### config.mk
export PLATFORM = sky130hd
export DESIGN_NAME = flash_bus_operation_decoder
export DESIGN_NICKNAME = d
export VERILOG_FILES = /design/src/rtl/flash_bus_pkg.sv /design/src/rtl/sector_protect_store.sv /design/src/rtl/flash_bus_operation_decoder.sv
export VERILOG_INCLUDE_DIRS = /design/src /design/src/rtl
export SDC_FILE = /design/constraint.sdc
export NUM_CORES = 1
export LEC_CHECK = 0
export BUFFER_PORTS_ARGS = -buffer_cell sky130_fd_sc_hd__buf_4
export CAP_MARGIN = 20
export CORE_MARGIN = 2
export CORE_UTILIZATION = 58
export CTS_BUF_LIST = sky130_fd_sc_hd__clkbuf_8
export DETAILED_ROUTE_END_ITERATION = 10
export PLACE_DENSITY_LB_ADDON = 0.08
export SLEW_MARGIN = 10
export SYNTH_ARGS = -nofsm -noshare
export SYNTH_HDL_FRONTEND = slang
export SYNTH_HIERARCHICAL = 1
export SYNTH_SLANG_ARGS = --single-unit
### constraint.sdc
create_clock -name core_clk -period 4.5 [get_ports core_clk]
set_input_delay 0.225 -clock core_clk [delete_from_list [all_inputs] [get_ports core_clk]]
set_output_delay 0.225 -clock core_clk [all_outputs]
set_load 0.005 [all_outputs]
### src/rtl/flash_bus_map.svh
`ifndef FLASH_BUS_MAP_SVH
`define FLASH_BUS_MAP_SVH

// bus widths
`define ADDR_W 19
`define DATA_W 32
`define SECTOR_W 6

// sector layout: eight small, thirty big, eight small
`define SECTOR_COUNT 46
`define BIG_SECTOR_LSB 14
`define SMALL_SECTOR_LSB 11
`define LAST_BIG_BLOCK 5'h1f
`define MID_SECTOR_BASE 6'h07
`define TOP_BOOT_FIRST 6'h26

// write guard covers two outermost sectors of the chosen boot end
`define GUARD_BOTTOM_LAST 6'h01
`define GUARD_TOP_FIRST 6'h2c

// protection status read
`define PROT_LOW_BYTE 8'h02
`define PROT_PAD_W 30

// bank select field, bank 0 code
`define BANK_MSB 18
`define BANK_LSB 17
`define BANK0_CODE 2'h0

// command code that returns the latches to read-array
`define RESET_CMD_CODE 8'hf0

// reset values
`define PROT_RESET_VALUE 1'b0
`define WORD_RESET_VALUE 32'h0000_0000
`define ADDR_RESET_VALUE 19'h0_0000

`endif

### src/rtl/flash_bus_pkg.sv
`include "flash_bus_map.svh"

package flash_bus_pkg;
   // mode held by the command latches
   typedef enum logic {mode_read_array, mode_command} mode_e;
   typedef logic [`ADDR_W-1:0] addr_t;
   typedef logic [`DATA_W-1:0] word_t;
   typedef logic [`SECTOR_W-1:0] sector_t;
endpackage

### src/rtl/sector_protect_store.sv
`timescale 1ns/100ps
`include "flash_bus_map.svh"

module sector_protect_store (
   // clock and reset
   input wire logic core_clk,
   input wire logic srst,
   // protect bit updates from the embedded engine
   input wire logic prot_wr_valid,
   input wire flash_bus_pkg::sector_t prot_wr_sector,
   input wire logic prot_wr_persistent,
   input wire logic prot_wr_dynamic,
   // status lookup for reads
   input wire flash_bus_pkg::addr_t rd_addr,
   output logic rd_persistent,
   output logic rd_dynamic,
   // guard lookup for commands
   input wire flash_bus_pkg::addr_t wr_addr,
   input wire logic write_guard_n,
   input wire logic boot_top,
   output logic wr_blocked
);

   // sector number from a word address; used for both lookups
   function automatic flash_bus_pkg::sector_t sector_index(input flash_bus_pkg::addr_t a);
      logic [`ADDR_W-`BIG_SECTOR_LSB-1:0] blk;
      blk = a[`ADDR_W-1:`BIG_SECTOR_LSB];
      if (blk == '0)
         sector_index = {3'h0, a[`BIG_SECTOR_LSB-1:`SMALL_SECTOR_LSB]};
      else if (blk == `LAST_BIG_BLOCK)
         sector_index = `TOP_BOOT_FIRST + {3'h0, a[`BIG_SECTOR_LSB-1:`SMALL_SECTOR_LSB]};
      else
         sector_index = `MID_SECTOR_BASE + {1'b0, blk};
   endfunction

   logic [`SECTOR_COUNT-1:0] pers_reg; // persistent_protect_bit per sector
   logic [`SECTOR_COUNT-1:0] pers_next;
   logic [`SECTOR_COUNT-1:0] dyn_reg; // dynamic_protect_bit per sector
   logic [`SECTOR_COUNT-1:0] dyn_next;
   flash_bus_pkg::sector_t rd_sec;
   flash_bus_pkg::sector_t wr_sec;
   logic guard_hit;

   // per-sector update decode
   always_comb
   begin
      pers_next = pers_reg;
      dyn_next = dyn_reg;
      for (int i = 0; i < `SECTOR_COUNT; i++)
      begin
         if (prot_wr_valid && (prot_wr_sector == flash_bus_pkg::sector_t'(i)))
         begin
            pers_next[i] = prot_wr_persistent;
            dyn_next[i] = prot_wr_dynamic;
         end
      end
   end

   // bits register only
   always_ff @(posedge core_clk)
   begin
      if (srst)
      begin
         pers_reg <= {`SECTOR_COUNT{`PROT_RESET_VALUE}};
         dyn_reg <= {`SECTOR_COUNT{`PROT_RESET_VALUE}};
      end
      else
      begin
         pers_reg <= pers_next;
         dyn_reg <= dyn_next;
      end
   end

   // lookups; out-of-range sectors cannot occur with a 19-bit address
   always_comb
   begin
      rd_sec = sector_index(rd_addr);
      wr_sec = sector_index(wr_addr);
      rd_persistent = pers_reg[rd_sec];
      rd_dynamic = dyn_reg[rd_sec];
      // guard hits the outermost pair at the selected boot end
      guard_hit = boot_top ? (wr_sec >= `GUARD_TOP_FIRST) : (wr_sec <= `GUARD_BOTTOM_LAST);
      wr_blocked = (~write_guard_n & guard_hit) | pers_reg[wr_sec] | dyn_reg[wr_sec];
   end

endmodule

### src/rtl/flash_bus_operation_decoder.sv
`timescale 1ns/100ps
`include "flash_bus_map.svh"


module flash_bus_operation_decoder (
   // clock and reset
   input wire logic core_clk,
   input wire logic srst,
   // bus control pins
   input wire logic chip_sel_n,
   input wire logic out_en_n,
   input wire logic wr_en_n,
   input wire logic hw_reset_n,
   input wire logic burst_clk,
   input wire logic addr_valid_n,
   // address pins and id level flag on address line 9
   input wire flash_bus_pkg::addr_t addr,
   input wire logic high_voltage_id_level,
   // data pins
   input wire flash_bus_pkg::word_t dq_in,
   output flash_bus_pkg::word_t dq_out,
   output logic dq_oe,
   // ready-busy open drain
   output logic ready_busy_n_out,
   output logic ready_busy_n_oe,
   // protection straps
   input wire logic write_guard_n,
   input wire logic boot_top,
   // array port
   output flash_bus_pkg::addr_t array_addr,
   input wire flash_bus_pkg::word_t array_rd_data,
   // command latch output
   output logic cmd_valid,
   output flash_bus_pkg::addr_t cmd_addr,
   output flash_bus_pkg::word_t cmd_data,
   output logic cmd_sync,
   output logic cmd_blocked,
   // embedded engine
   input wire logic embedded_busy,
   input wire logic busy_bank,
   input wire flash_bus_pkg::word_t engine_status,
   // protect bit updates
   input wire logic prot_wr_valid,
   input wire flash_bus_pkg::sector_t prot_wr_sector,
   input wire logic prot_wr_persistent,
   input wire logic prot_wr_dynamic
);

   // registered state
   flash_bus_pkg::mode_e mode_reg; // command latch mode
   flash_bus_pkg::mode_e mode_next;
   logic clk_prev_reg; // last sample of burst clock
   logic clk_prev_next;
   logic burst_active_reg; // burst in progress
   logic burst_active_next;
   flash_bus_pkg::addr_t burst_addr_reg; // current burst word
   flash_bus_pkg::addr_t burst_addr_next;
   logic write_pend_reg; // write strobe was low last cycle
   logic write_pend_next;
   logic sync_seen_reg; // clock and address-valid low during write
   logic sync_seen_next;
   flash_bus_pkg::addr_t wr_addr_reg; // async write address
   flash_bus_pkg::addr_t wr_addr_next;
   flash_bus_pkg::word_t wr_data_reg; // write data sampled while strobe low
   flash_bus_pkg::word_t wr_data_next;
   logic cmd_valid_reg;
   logic cmd_valid_next;
   flash_bus_pkg::addr_t cmd_addr_reg;
   flash_bus_pkg::addr_t cmd_addr_next;
   flash_bus_pkg::word_t cmd_data_reg;
   flash_bus_pkg::word_t cmd_data_next;
   logic cmd_sync_reg;
   logic cmd_sync_next;
   logic cmd_blocked_reg;
   logic cmd_blocked_next;
   flash_bus_pkg::word_t dq_out_reg;
   flash_bus_pkg::word_t dq_out_next;
   logic dq_oe_reg;
   logic dq_oe_next;
   logic busy_reg; // drives ready-busy low
   logic busy_next;

   // decoded bus operations
   logic selected; // select low and not in hardware reset
   logic read_op;
   logic write_op;
   logic clk_rise;
   logic load_op;
   logic advance_op;
   logic write_done;
   logic prot_read;
   logic status_read;
   logic rd_bank;
   logic rd_persistent;
   logic rd_dynamic;
   logic guard_blocked;
   flash_bus_pkg::addr_t rd_addr;
   flash_bus_pkg::addr_t latch_addr;
   flash_bus_pkg::word_t read_word;

   // pin-level decode; reset low wins over every other input
   always_comb
   begin
      selected = ~chip_sel_n & hw_reset_n;
      read_op = selected & ~out_en_n & wr_en_n;
      write_op = selected & out_en_n & ~wr_en_n;
      clk_rise = burst_clk & ~clk_prev_reg;
      // load is allowed with output enable either way
      load_op = selected & wr_en_n & ~addr_valid_n & clk_rise;
      advance_op = read_op & addr_valid_n & clk_rise & burst_active_reg;
      // write completes on the rising write strobe
      write_done = write_pend_reg & selected & out_en_n & wr_en_n;
      // sync writes use the address loaded with address-valid
      latch_addr = sync_seen_reg ? burst_addr_reg : wr_addr_reg;
   end

   // read path: burst word, protect status, engine status or array
   always_comb
   begin
      rd_addr = burst_active_reg ? burst_addr_reg : addr;
      rd_bank = (rd_addr[`BANK_MSB:`BANK_LSB] != `BANK0_CODE);
      prot_read = high_voltage_id_level & (addr[7:0] == `PROT_LOW_BYTE);
      // only the busy bank shows status, the other keeps serving array data
      status_read = (embedded_busy & (rd_bank == busy_bank))
         | ((mode_reg == flash_bus_pkg::mode_command) & ~embedded_busy);
      if (prot_read)
         read_word = {{`PROT_PAD_W{1'b0}}, rd_dynamic, rd_persistent};
      else if (status_read)
         read_word = engine_status;
      else
         read_word = array_rd_data;
   end

   // burst address tracking
   always_comb
   begin
      clk_prev_next = burst_clk;
      burst_active_next = burst_active_reg;
      burst_addr_next = burst_addr_reg;
      if (!selected)
         burst_active_next = 1'b0;
      else if (load_op)
      begin
         // a load during a burst ends it and starts a new one
         burst_active_next = 1'b1;
         burst_addr_next = addr;
      end
      else if (advance_op)
         burst_addr_next = burst_addr_reg + flash_bus_pkg::addr_t'(1);
   end

   // command latches and mode
   always_comb
   begin
      mode_next = mode_reg;
      write_pend_next = write_op;
      sync_seen_next = sync_seen_reg;
      wr_addr_next = wr_addr_reg;
      wr_data_next = wr_data_reg;
      cmd_valid_next = 1'b0;
      cmd_addr_next = cmd_addr_reg;
      cmd_data_next = cmd_data_reg;
      cmd_sync_next = cmd_sync_reg;
      cmd_blocked_next = cmd_blocked_reg;
      if (write_op)
      begin
         // sample address and data each cycle the strobe is low
         wr_addr_next = addr;
         wr_data_next = dq_in;
         if (!write_pend_reg)
            sync_seen_next = 1'b0;
         if (!burst_clk && !addr_valid_n)
            sync_seen_next = 1'b1;
      end
      if (write_done)
      begin
         cmd_valid_next = 1'b1;
         cmd_addr_next = latch_addr;
         cmd_data_next = wr_data_reg;
         cmd_sync_next = sync_seen_reg;
         cmd_blocked_next = guard_blocked;
         // mode changes only when the latches change or on hardware reset
         if (wr_data_reg[7:0] == `RESET_CMD_CODE)
            mode_next = flash_bus_pkg::mode_read_array;
         else
            mode_next = flash_bus_pkg::mode_command;
      end
      if (!hw_reset_n)
      begin
         // hardware reset throws away any half-written command
         mode_next = flash_bus_pkg::mode_read_array;
         write_pend_next = 1'b0;
         cmd_valid_next = 1'b0;
      end
   end

   // output drive and ready-busy
   always_comb
   begin
      dq_oe_next = read_op;
      dq_out_next = read_op ? read_word : dq_out_reg;
      busy_next = embedded_busy | ~hw_reset_n;
   end

   // burst, read and ready-busy registers
   always_ff @(posedge core_clk)
   begin
      if (srst)
      begin
         clk_prev_reg <= 1'b0;
         burst_active_reg <= 1'b0;
         burst_addr_reg <= `ADDR_RESET_VALUE;
         dq_out_reg <= `WORD_RESET_VALUE;
         dq_oe_reg <= 1'b0;
         busy_reg <= 1'b1;
      end
      else
      begin
         clk_prev_reg <= clk_prev_next;
         burst_active_reg <= burst_active_next;
         burst_addr_reg <= burst_addr_next;
         dq_out_reg <= dq_out_next;
         dq_oe_reg <= dq_oe_next;
         busy_reg <= busy_next;
      end
   end

   // command latch registers
   always_ff @(posedge core_clk)
   begin
      if (srst)
      begin
         mode_reg <= flash_bus_pkg::mode_read_array;
         write_pend_reg <= 1'b0;
         sync_seen_reg <= 1'b0;
         wr_addr_reg <= `ADDR_RESET_VALUE;
         wr_data_reg <= `WORD_RESET_VALUE;
         cmd_valid_reg <= 1'b0;
         cmd_addr_reg <= `ADDR_RESET_VALUE;
         cmd_data_reg <= `WORD_RESET_VALUE;
         cmd_sync_reg <= 1'b0;
         cmd_blocked_reg <= 1'b0;
      end
      else
      begin
         mode_reg <= mode_next;
         write_pend_reg <= write_pend_next;
         sync_seen_reg <= sync_seen_next;
         wr_addr_reg <= wr_addr_next;
         wr_data_reg <= wr_data_next;
         cmd_valid_reg <= cmd_valid_next;
         cmd_addr_reg <= cmd_addr_next;
         cmd_data_reg <= cmd_data_next;
         cmd_sync_reg <= cmd_sync_next;
         cmd_blocked_reg <= cmd_blocked_next;
      end
   end

   // per-sector protect bits and write guard
   sector_protect_store u_protect (
      .core_clk(core_clk),
      .srst(srst),
      .prot_wr_valid(prot_wr_valid),
      .prot_wr_sector(prot_wr_sector),
      .prot_wr_persistent(prot_wr_persistent),
      .prot_wr_dynamic(prot_wr_dynamic),
      .rd_addr(rd_addr),
      .rd_persistent(rd_persistent),
      .rd_dynamic(rd_dynamic),
      .wr_addr(latch_addr),
      .write_guard_n(write_guard_n),
      .boot_top(boot_top),
      .wr_blocked(guard_blocked)
   );

   // outputs; open drain only ever pulls low
   assign dq_out = dq_out_reg;
   assign dq_oe = dq_oe_reg;
   assign ready_busy_n_out = 1'b0;
   assign ready_busy_n_oe = busy_reg;
   assign array_addr = rd_addr;
   assign cmd_valid = cmd_valid_reg;
   assign cmd_addr = cmd_addr_reg;
   assign cmd_data = cmd_data_reg;
   assign cmd_sync = cmd_sync_reg;
   assign cmd_blocked = cmd_blocked_reg;

endmodule

### After elaboration in Yosys (flattened, before gate mapping)

Index checks and enable logic that the tools add are counted.

| storage, ports and cells | value |
|---|---|
| register bits after elaboration | 255 |
| input port bits | 137 |
| logic and storage cells | 281 |

| cells by class | value |
|---|---|
| bitwise logic cells | 32 |
| add/sub/neg operators | 5 |
| equality and inequality tests | 51 |
| reductions and logical operators | 58 |
| order comparisons | 4 |
| muxes and demuxes | 23 |

Operator list:

| kind | number |
|---|---|
| 6-bit by 5-bit == test with 1-bit output (second input constant) | 16 |
| 6-bit == test (second input constant) | 14 |
| 19-bit two-way mux | 4 |
| 32-bit two-way mux | 2 |
| 6-bit by 4-bit == test with 1-bit output (second input constant) | 8 |
| 1-bit logical AND | 47 |
| 1-bit binary-select mux with 6-bit select | 4 |
| 6-bit by 3-bit == test with 1-bit output (second input constant) | 4 |
| 6-bit two-way mux | 4 |
| 19-bit by 1-bit adder with 19-bit output (second input constant) | 1 |
| 1-bit bitwise AND | 19 |
| 6-bit by 7-bit less-than comparator with 1-bit output (second input constant) | 2 |
| 3-bit by 5-bit adder with 6-bit output (first input constant) | 2 |
| 6-bit by 3-bit adder with 6-bit output (first input constant) | 2 |
| 6-bit by 2-bit == test with 1-bit output (second input constant) | 2 |
| 5-bit == test (second input constant) | 2 |
| 5-bit zero test | 2 |
| 1-bit two-way mux | 9 |
| 1-bit NOT | 9 |
| 8-bit by 2-bit == test with 1-bit output (second input constant) | 1 |
| 8-bit == test (second input constant) | 1 |
| 6-bit by 1-bit == test with 1-bit output (second input constant) | 1 |
| 6-bit >= comparator (second input constant) | 1 |
| 6-bit by 1-bit <= comparator with 1-bit output (second input constant) | 1 |
| other kinds (8) | 15 |

### Logic depth before layout (Yosys ltp)

Gate-level depths: netlist (run 1).

| logic depth | value |
|---|---|
| depth after elaboration | 9 |
| depth in mapped cells | 18 |

### Cells and area by module

Netlist (run 1), hierarchy kept.

By module, submodules not included:

| module | sequential area each (um2) | area an instance (um2) | cells an instance | instances |
|---|---|---|---|---|
| flash_bus_operation_decoder | 3263.1 | 7241.9 | 901 | 1 |
| sector_protect_store | 1841.8 | 5606.6 | 735 | 1 |

### Worst setup path before layout (run 1)

Ideal clock, no wire load.

| path | value |
|---|---|
| path type | reg2reg |
| from | register burst_active_reg |
| to | register dq_out_reg[0], in the netlist dq_out[0] |
| path slack | 0.616 ns |
| cell stages (with the launch flop) | 16 |
| required time | 4.378 ns |
| buffers on the path | 3 |
| arrival | 3.762 ns |
| cell sequence | dfxtp_1 buf_2 buf_1 mux2_2 inv_1 ha_1 nor4b_4 mux2i_1 buf_2 mux2i_1 mux2i_1 mux2i_1 a211o_1 nand2_1 nand3_1 o311a_1 |

| between the ends | value |
|---|---|
| longest elaborated chain between the ends | 7 |
| elaborated cells between the ends (all ways) | 15 |
| those cells by class | add/sub: 2; eq/ne: 2; mux: 7; bitwise: 2; reduce/logical: 2 |

RTL lines:

| item | line | source |
|---|---|---|
| from (decl) | flash_bus_operation_decoder.sv:54 | `logic burst_active_reg;` |
| from (signal assigned) | flash_bus_operation_decoder.sv:220 | `burst_active_reg <= burst_active_next;` |
| 19-bit two-way mux * | flash_bus_operation_decoder.sv:120 | `rd_addr = burst_active_reg ? burst_addr_reg : addr;` |
| named net array_addr[14] | flash_bus_operation_decoder.sv:30 | `output flash_bus_pkg::addr_t array_addr,` |
| 3-bit by 5-bit adder with 6-bit output (no source line) / 5-bit == test (equally long branches) | - |  |
| 6-bit two-way mux | sector_protect_store.sv:30 | `` else if (blk == `LAST_BIG_BLOCK) `` |
| 6-bit two-way mux * | sector_protect_store.sv:28 | `if (blk == '0)` |
| 1-bit binary-select mux with 6-bit select * | sector_protect_store.sv:79 | `rd_persistent = pers_reg[rd_sec];` |
| 1-bit two-way mux (implied by the code) * | sector_protect_store.sv:79 |  |
| named net rd_persistent | flash_bus_operation_decoder.sv:94 | `logic rd_persistent;` |
| 32-bit two-way mux * | flash_bus_operation_decoder.sv:126 | `if (prot_read)` |
| to (signal assigned) | flash_bus_operation_decoder.sv:213 | `` dq_out_reg <= `WORD_RESET_VALUE; `` |
| to (signal assigned) | flash_bus_operation_decoder.sv:222 | `dq_out_reg <= dq_out_next;` |
| to (decl) | flash_bus_operation_decoder.sv:76 | `flash_bus_pkg::word_t dq_out_reg;` |

Mark *: on every way through the listed nets, which the timed path passes. The rest lies on a longest branch. The select of a mux whose other input is x is not followed.
A chain may end at the register's enable or synchronous reset.

### Worst setup path in the final report (run 1)

| path | value |
|---|---|
| from | register burst_active_reg |
| to | register dq_out_reg[1], in the netlist dq_out[1] |

| between the ends | value |
|---|---|
| longest elaborated chain between the ends | 7 |
| elaborated cells between the ends (all ways) | 15 |
| those cells by class | add/sub: 2; eq/ne: 2; mux: 7; bitwise: 2; reduce/logical: 2 |

RTL lines:

| item | line | source |
|---|---|---|
| 19-bit two-way mux * | flash_bus_operation_decoder.sv:120 |  |
| 6-bit by 3-bit adder with 6-bit output (no source line), or another cell as far along | - |  |
| 6-bit two-way mux | sector_protect_store.sv:30 |  |
| 6-bit two-way mux * | sector_protect_store.sv:28 |  |
| 1-bit binary-select mux with 6-bit select * | sector_protect_store.sv:80 | `rd_dynamic = dyn_reg[rd_sec];` |
| 1-bit two-way mux (implied by the code) * | sector_protect_store.sv:80 |  |
| named net rd_dynamic | flash_bus_operation_decoder.sv:95 | `logic rd_dynamic;` |
| 32-bit two-way mux * | flash_bus_operation_decoder.sv:126 |  |

Marks and branches as above.

==> results by group, run 1 <==
Run
  – Max Cap Viol: 0

Drt
  – Post-route DRC: 0
  – Avg WL per Cell: about 19 um
  – Post-detailed-route via-to-cell ratio: between 6 and 7
  – Via count: 13.62k
  – 1st-pass router iterations: 5
  – DRT iter0 DRCs: 954
  – ANT nets after route: 0
  – DRT Wirelength: 42,760 um

Power and ir drop
  – Net Sw Frac: approximately a quarter
  – Leak: around 0.0064 uW
  – Combinational power share: 12.4%
  – PD cells: 294.8 nW/um^2
  – Seq pwr share: between 40% and 50%
  – Clock power frac: between 40% and 50%
  – Switching power: 1288 uW
  – P_int: 3649 uW
  – Worst VDD drop: 0.2763 mV

Die
  – Core ar.: 21,760 um^2
  – Die area: 23,360 um^2
  – IO Pins: roughly 250
  – Chip width: 152.8 um
  – Starting density of the core: 59.06%
  – Row cnt: 54
  – Die H: 152.8 um

Clock tree
  – Post-CTS setup buffers: 0
  – Clock Path Buffers: 3
  – Clock buffer count from CTS: 44
  – Clock Sinks: around 260
  – H-Tree Depth: 2
  – Root Driver: clkbuf_8
  – CTS tree: done
  – Clk Latency, worst-skew pair: 0.56 ns
  – Worst-path clk slew: 0.06 ns

Worst setup path
  – Largest stage delay on the critical path: 0.63 ns
  – Worst-path fanout max: 20
  – Critical Path Sink Type: register
  – Critical path's top delay family: multiplexers
  – CP dominant cell by count: mux2i_1
  – Worst EP arrival: 4.46 ns
  – CP Launch Type: register
  – Worst path cell trace: buf_4, mux2_2, nor4b_4, nor2_2, mux2i_4, buf_12, mux2i_1, mux2i_1, mux2i_1, mux2i_1, a211o_1, nand2_1, nand3_1, o311a_1
  – Worst Setup Path Type: register to register
  – Slowest CP cell: mux2i_4
  – WP data required: 4.92 ns
  – Buf/Inv on CP: 2

Synthesis
  – Syn Area/Cell: slightly below 8 um^2
  – Seq cells post-synth: 255
  – Register area share after synthesis: about two fifths
  – Mapped Area: 12,850 um^2
  – EDFF count, synth: 0
  – Count of different cell masters after synthesis: approximately 70
  – Syn_nets: between 1.5k and 2k
  – Top FF cell, synth: dfxtp_1
  – Post-synth top area share: 39.73%
  – Cell taking the most area after synthesis: dfxtp_1
  – Asr flop ratio synth: 0%
  – Most numerous cell in the Yosys netlist: nand2_1
  – Synth top cells by count: nand2_1, dfxtp_1, a21oi_1, clkbuf_1, nor2_1
  – Cells after Synth: 1,636
  – YS warnings: 6
  – Leading post-synthesis cells by cell area: dfxtp_1, nand2_1, a21oi_1

Cells and area
  – Fill count: 1,558
  – Syn-to-layout area delta: 30.33%
  – Non-Filler Instances: 2,240
  – Multi-input logic area: 7172 um^2
  – N_diodes: 0
  – Nets: 2,072
  – Register area: roughly 5100 um^2
  – Share of cells above drive strength 1: 20.92%

Placement
  – Placed insts: 2,044
  – # port buffers: 243
  – Placer Congestion: 0.9895
  – Hpwl dp: between 20,000 and 30,000 um

GRT
  – Total track usage: around a third
  – Largest net degree at the start of global routing: 177
  – First-pass GRT wire length: 67,130 um
  – Vias in the first global route: roughly 13k
  – Total gr overflow: 0
  – Antenna violations before repair: 0

Timing
  – Setup TNS: 0 ns
  – RSZ-0062 raised after global routing: false
  – Tcrit/Tclk final: 89.66%
  – Worst-margin pin slew: ~1.1 ns
  – Max-slew headroom: 25.15%
  – Min Tclk post-route: 4.034 ns
  – Worst hold margin: 0.05008 ns
  – Fin. max-slew vios: 0
  – Final setup vio count: 0
  – FMAX: 247.9 MHz
  – Worst Clk Skew: 0.02278 ns
  – Final Hold Vio Count: 0

Min path
  – Min-Delay Path Class: primary input to register

Outcome
  – Run status: finished clean
==> power groups by stage <==
stage,clock network (uW),registers [uW],logic (uW)
after global placement,0,2350,520
after CTS,2060,2300,595
final,2030,2300,611
after floorplan,0,2340,323
after detailed placement,0,2350,527
after global routing,2150,2300,654
==> path summary, 6_finish.rpt <==
kind | startpoint | to | slack (ns) | cells after the start
worst max-delay path | burst_active_reg | dq_out[1] | 0.47 | 14
worst min-delay path | chip_sel_n | burst_active_reg | 0.05 | 4
worst max register to register | burst_active_reg | dq_out[1] | 0.47 | 14
worst min register to register | wr_data_reg[27] | cmd_data[27] | 0.45 | 2
==> layout make-up <==
class,count,area share [%]
Tap cell,280,2.092
Sequential cell,255,30.48
Multi-Input combinational cell,1229,42.83
Timing Repair Buffer,380,19.10
Inverter,17,0.3811
Clock inverter,25,0.6724
Clock buffer,54,4.438
==> routing by layer <==
metal	GRT usage [%]	vias up	part of all wire, %
met3	5.217	184	6.3
met1	42.06	6396	40
met5	0	-	0
met4	19.89	0	6.0
met2	59.73	627	48
li1	-	6416	-
==> cells in the final DEF (no fill, tap or decap), types with 11 or more instances in the layout <==
cell type,instances
dlygate4sd3_1,114
nor2_1,75
a211oi_1,13
mux2_2,42
a311oi_1,11
o31ai_1,34
a21oi_1,197
nand3_1,76
dfxtp_1,255
a31oi_1,38
nand4_1,41
clkbuf_8,54
or3_1,18
o21ai_0,32
a21o_1,31
buf_4,258
mux2i_1,67
nand2_1,381
nor3_1,29
inv_1,33
==> per-stage QoR <==
stage | area, um^2 | setup slack, ns | util, % | total power [uW]
floorplan | 12850 | 0.6163 | - | 2663
detailed placement | 14710 | 0.5008 | 67.63 | 2873
finish | 16750 | 0.4655 | 76.97 | 4937
global route | 16750 | 0.2778 | 76.97 | 5106
global placement | 14700 | 0.6058 | 67.56 | 2865
CTS | 16710 | 0.4916 | 76.81 | 4949
==> logic make-up after synthesis <==
logic type	after synthesis	synth area share, %
buf+inv	152	4.859
compound gates	408	19.61
flops	255	39.73
other cells	1	0.02919
xor+xnor	5	0.3409
mux	115	9.952
simple gates	692	24.70
fa+ha+maj	8	0.7791
==> timing repair <==
| item | in CTS | in global routing |
|---|---|---|
| hold endpoints to repair | 95 | 0 |
| hold buffers | 114 | 0 |
| gates resized for setup | 0 | 0 |
==> tightest hold or removal path: cells and delay by family <==
kind | cells | cell delay [ns]
simple gates | 2 | 0.12
buf+inv | 1 | 0.10
compound gates | 1 | 0.08
Power figures use the tool's default switching activity.
==> run 2: changes to the inputs <==
--- a/config.mk
+++ b/config.mk
@@ -7,4 +7,5 @@
 export NUM_CORES = 1
 export LEC_CHECK = 0
+export ABC_AREA = 1
 export BUFFER_PORTS_ARGS = -buffer_cell sky130_fd_sc_hd__buf_4
 export CAP_MARGIN = 20
==> constraint.sdc (replaced) <==
create_clock -name core_clk -period 4.5 [get_ports core_clk]
set_input_delay 0.675 -clock core_clk [delete_from_list [all_inputs] [get_ports core_clk]]
set_output_delay 0.675 -clock core_clk [all_outputs]
set_load 0.005 [all_outputs]
==> results by group, run 2 <==
Outcome
  – Run status: finished clean

Cells and area
  – Syn-to-layout area delta: 19.81%
  – Fill count: 1,966
  – Multi-input logic area: between 6000 and 7000 um^2
  – N_diodes: 0
  – Layout Cell Area excl Fill: 15,910 um^2
  – Final core utilization: 70.50%
  – Nets: 2,417
  – Commonest non-fill, non-tap cell in the layout: nand2_1
  – Share of cells above drive strength 1: around 17%
  – Register area: 5105 um^2
  – Most frequent cells in the layout: nand2_1, nor2_1, buf_4

Timing
  – Final setup vio count: 0
  – Max-slew headroom: ~29%
  – Min Tclk post-route: 3.489 ns
  – FMAX: 286.6 MHz
  – Final Hold Vio Count: 0
  – Worst Clk Skew: roughly 0.017 ns
  – Worst-margin pin slew: 1.061 ns
  – RSZ-0062 raised after global routing: false
  – Setup TNS: 0 ns
  – Worst hold margin: 0.3263 ns
  – Tcrit/Tclk final: 77.54%
  – Fin. max-slew vios: 0

GRT
  – Antenna violations before repair: 0
  – Largest net degree at the start of global routing: 87
  – First-pass GRT wire length: between 60,000 and 70,000 um
  – Total track usage: 32.92%
  – Vias in the first global route: 13.17k
  – Total gr overflow: 0

Drt
  – Avg WL per Cell: 15.90 um
  – ANT nets after route: 0
  – 1st-pass router iterations: 6
  – DRT Wirelength: 41,120 um
  – Via count: between 10k and 15k
  – Post-detailed-route via-to-cell ratio: 5.465
  – Post-route DRC: 0
  – DRT iter0 DRCs: ~1.1k

Power and ir drop
  – Worst VDD drop: about 0.26 mV
  – PD cells: 326.9 nW/um^2
  – Leak: ~0.0070 uW

Die
  – Row cnt: 55
  – Die area: 24,130 um^2
  – Die H: between 150 and 200 um
  – Core ar.: between 20,000 and 25,000 um^2
  – Starting density of the core: 58.85%
  – IO Pins: about 250
  – Chip width: 155.3 um

Worst setup path
  – Worst EP arrival: between 3 and 4 ns
  – Critical Path Sink Type: register
  – CP Launch Type: register
  – R2r setup slk: a little over 1 ns
  – Worst Setup Path Type: register to register
  – Worst-path fanout max: 46
  – WP data required: 4.91 ns

Synthesis
  – Asr flop ratio synth: 0%
  – Leading post-synthesis cells by cell area: dfxtp_1, nand2_1, nor2_1
  – YS warnings: 6
  – EDFF count, synth: 0
  – Most numerous cell in the Yosys netlist: nand2_1
  – Register area share after synthesis: just under 40%
  – Post-synth top area share: 38.43%
  – Syn Area/Cell: 6.377 um^2
  – Synth top cells by count: nand2_1, nor2_1, dfxtp_1, inv_1, nand3_1
  – Top FF cell, synth: dfxtp_1
  – Cells after Synth: 2,083
  – Mapped Area: 13,280 um^2
  – Syn_nets: 2,228
  – Count of different cell masters after synthesis: 39
  – Cell taking the most area after synthesis: dfxtp_1
  – Seq cells post-synth: 255

Min path
  – Min-Delay Path Class: primary input to register

Placement
  – Placer Congestion: ~0.95
  – # port buffers: about 240
  – Dpl cell area: 14,970 um^2
  – Hpwl dp: 28,550 um

Clock tree
  – CTS Hold Bufs: 0
  – Cts repair resizes: 0
  – Clock Path Buffers: 3
  – Clock Sinks: 255
  – Clk Latency, worst-skew pair: 0.56 ns
  – Root Driver: clkbuf_8
  – CTS tree: done
  – Clock buffer count from CTS: between 40 and 50
  – Post-CTS setup buffers: 0
  – H-Tree Depth: 2
  – Worst-path clk slew: roughly 0.07 ns

Run
  – Max Cap Viol: 0
-- run 2: stage by stage --
step | cells | setup slack, ns | power, uW
3_5_place_dp | 2513 | 0.8921 | 2998
6_report | 2586 | 1.011 | 5203
4_1_cts | 2586 | 1.036 | 5207
2_1_floorplan | 2083 | 1.623 | 2779
3_3_place_gp | 2513 | 0.9604 | 2990
5_1_grt | 2586 | 0.6956 | 5398
-- run 2: where the power goes --
group | leakage (uW) | internal [uW] | switching [uW]
registers | 0.00206 | 2290 | 17.7
clock network | 0.000511 | 1280 | 958
logic | 0.00445 | 238 | 417
total | 0.00702 | 3810 | 1390
-- run 2: kinds of logic (layout without fill, tap and decap cells) --
kind of cell	Yosys count	after routing	synth area share [%]
AOI/OAI and AO/OA	355	355	14.18
xor gates and xnor gates	4	4	0.2638
adders and majority gates	8	8	0.7536
buffers and inverters	366	584	11.67
DFF	255	255	38.43
muxes	5	5	0.4239
other	1	1	0.02823
and+or+nand+nor	1089	1089	34.25
-- run 2: layout make-up --
type | count | area share, %
Sequential cell | 255 | 32.08
Clock inverter | 14 | 0.8019
Timing Repair Buffer | 257 | 12.12
Tap cell | 285 | 2.241
Inverter | 254 | 6.007
Multi-Input combinational cell | 1462 | 41.65
Clock buffer | 59 | 5.103
-- run 2: path summary, 6_finish.rpt --
check / from / end / depth (start not counted)
setup reg to reg: burst_addr_reg[16] / dq_out[0] / 19
hold reg to reg: dq_out[5] / dq_out[5] / 2
setup / recovery: burst_addr_reg[16] / dq_out[0] / 19
hold / removal: dq_in[8] / wr_data_reg[8] / 3
-- run 2: routing by layer --
layer  up-vias  wire (um)  global-route usage, %
li1       6977          -                      -
met1      6483      16450                  39.85
met2       548      20070                  57.40
met3       125       2784                  5.237
met4         0       1814                  15.20
met5         -          0                      0
-- run 2: critical path, cell delays in order (launching register included) --
cell and delay, ns:
dfxtp_1 0.38, inv_1 0.10, o21ai_0 0.69, nand2_1 0.20, nor2_4 0.19, inv_2 0.07, nand3_1 0.09, nand2_2 0.07
inv_2 0.52, o21ai_0 0.27, nand2_1 0.12, nand3_1 0.08, nand3_1 0.08, nand2_1 0.07, nand2_1 0.06, nand2_1 0.07
nand2_1 0.08, nand2_1 0.05, nand2_1 0.06, a21oi_1 0.06
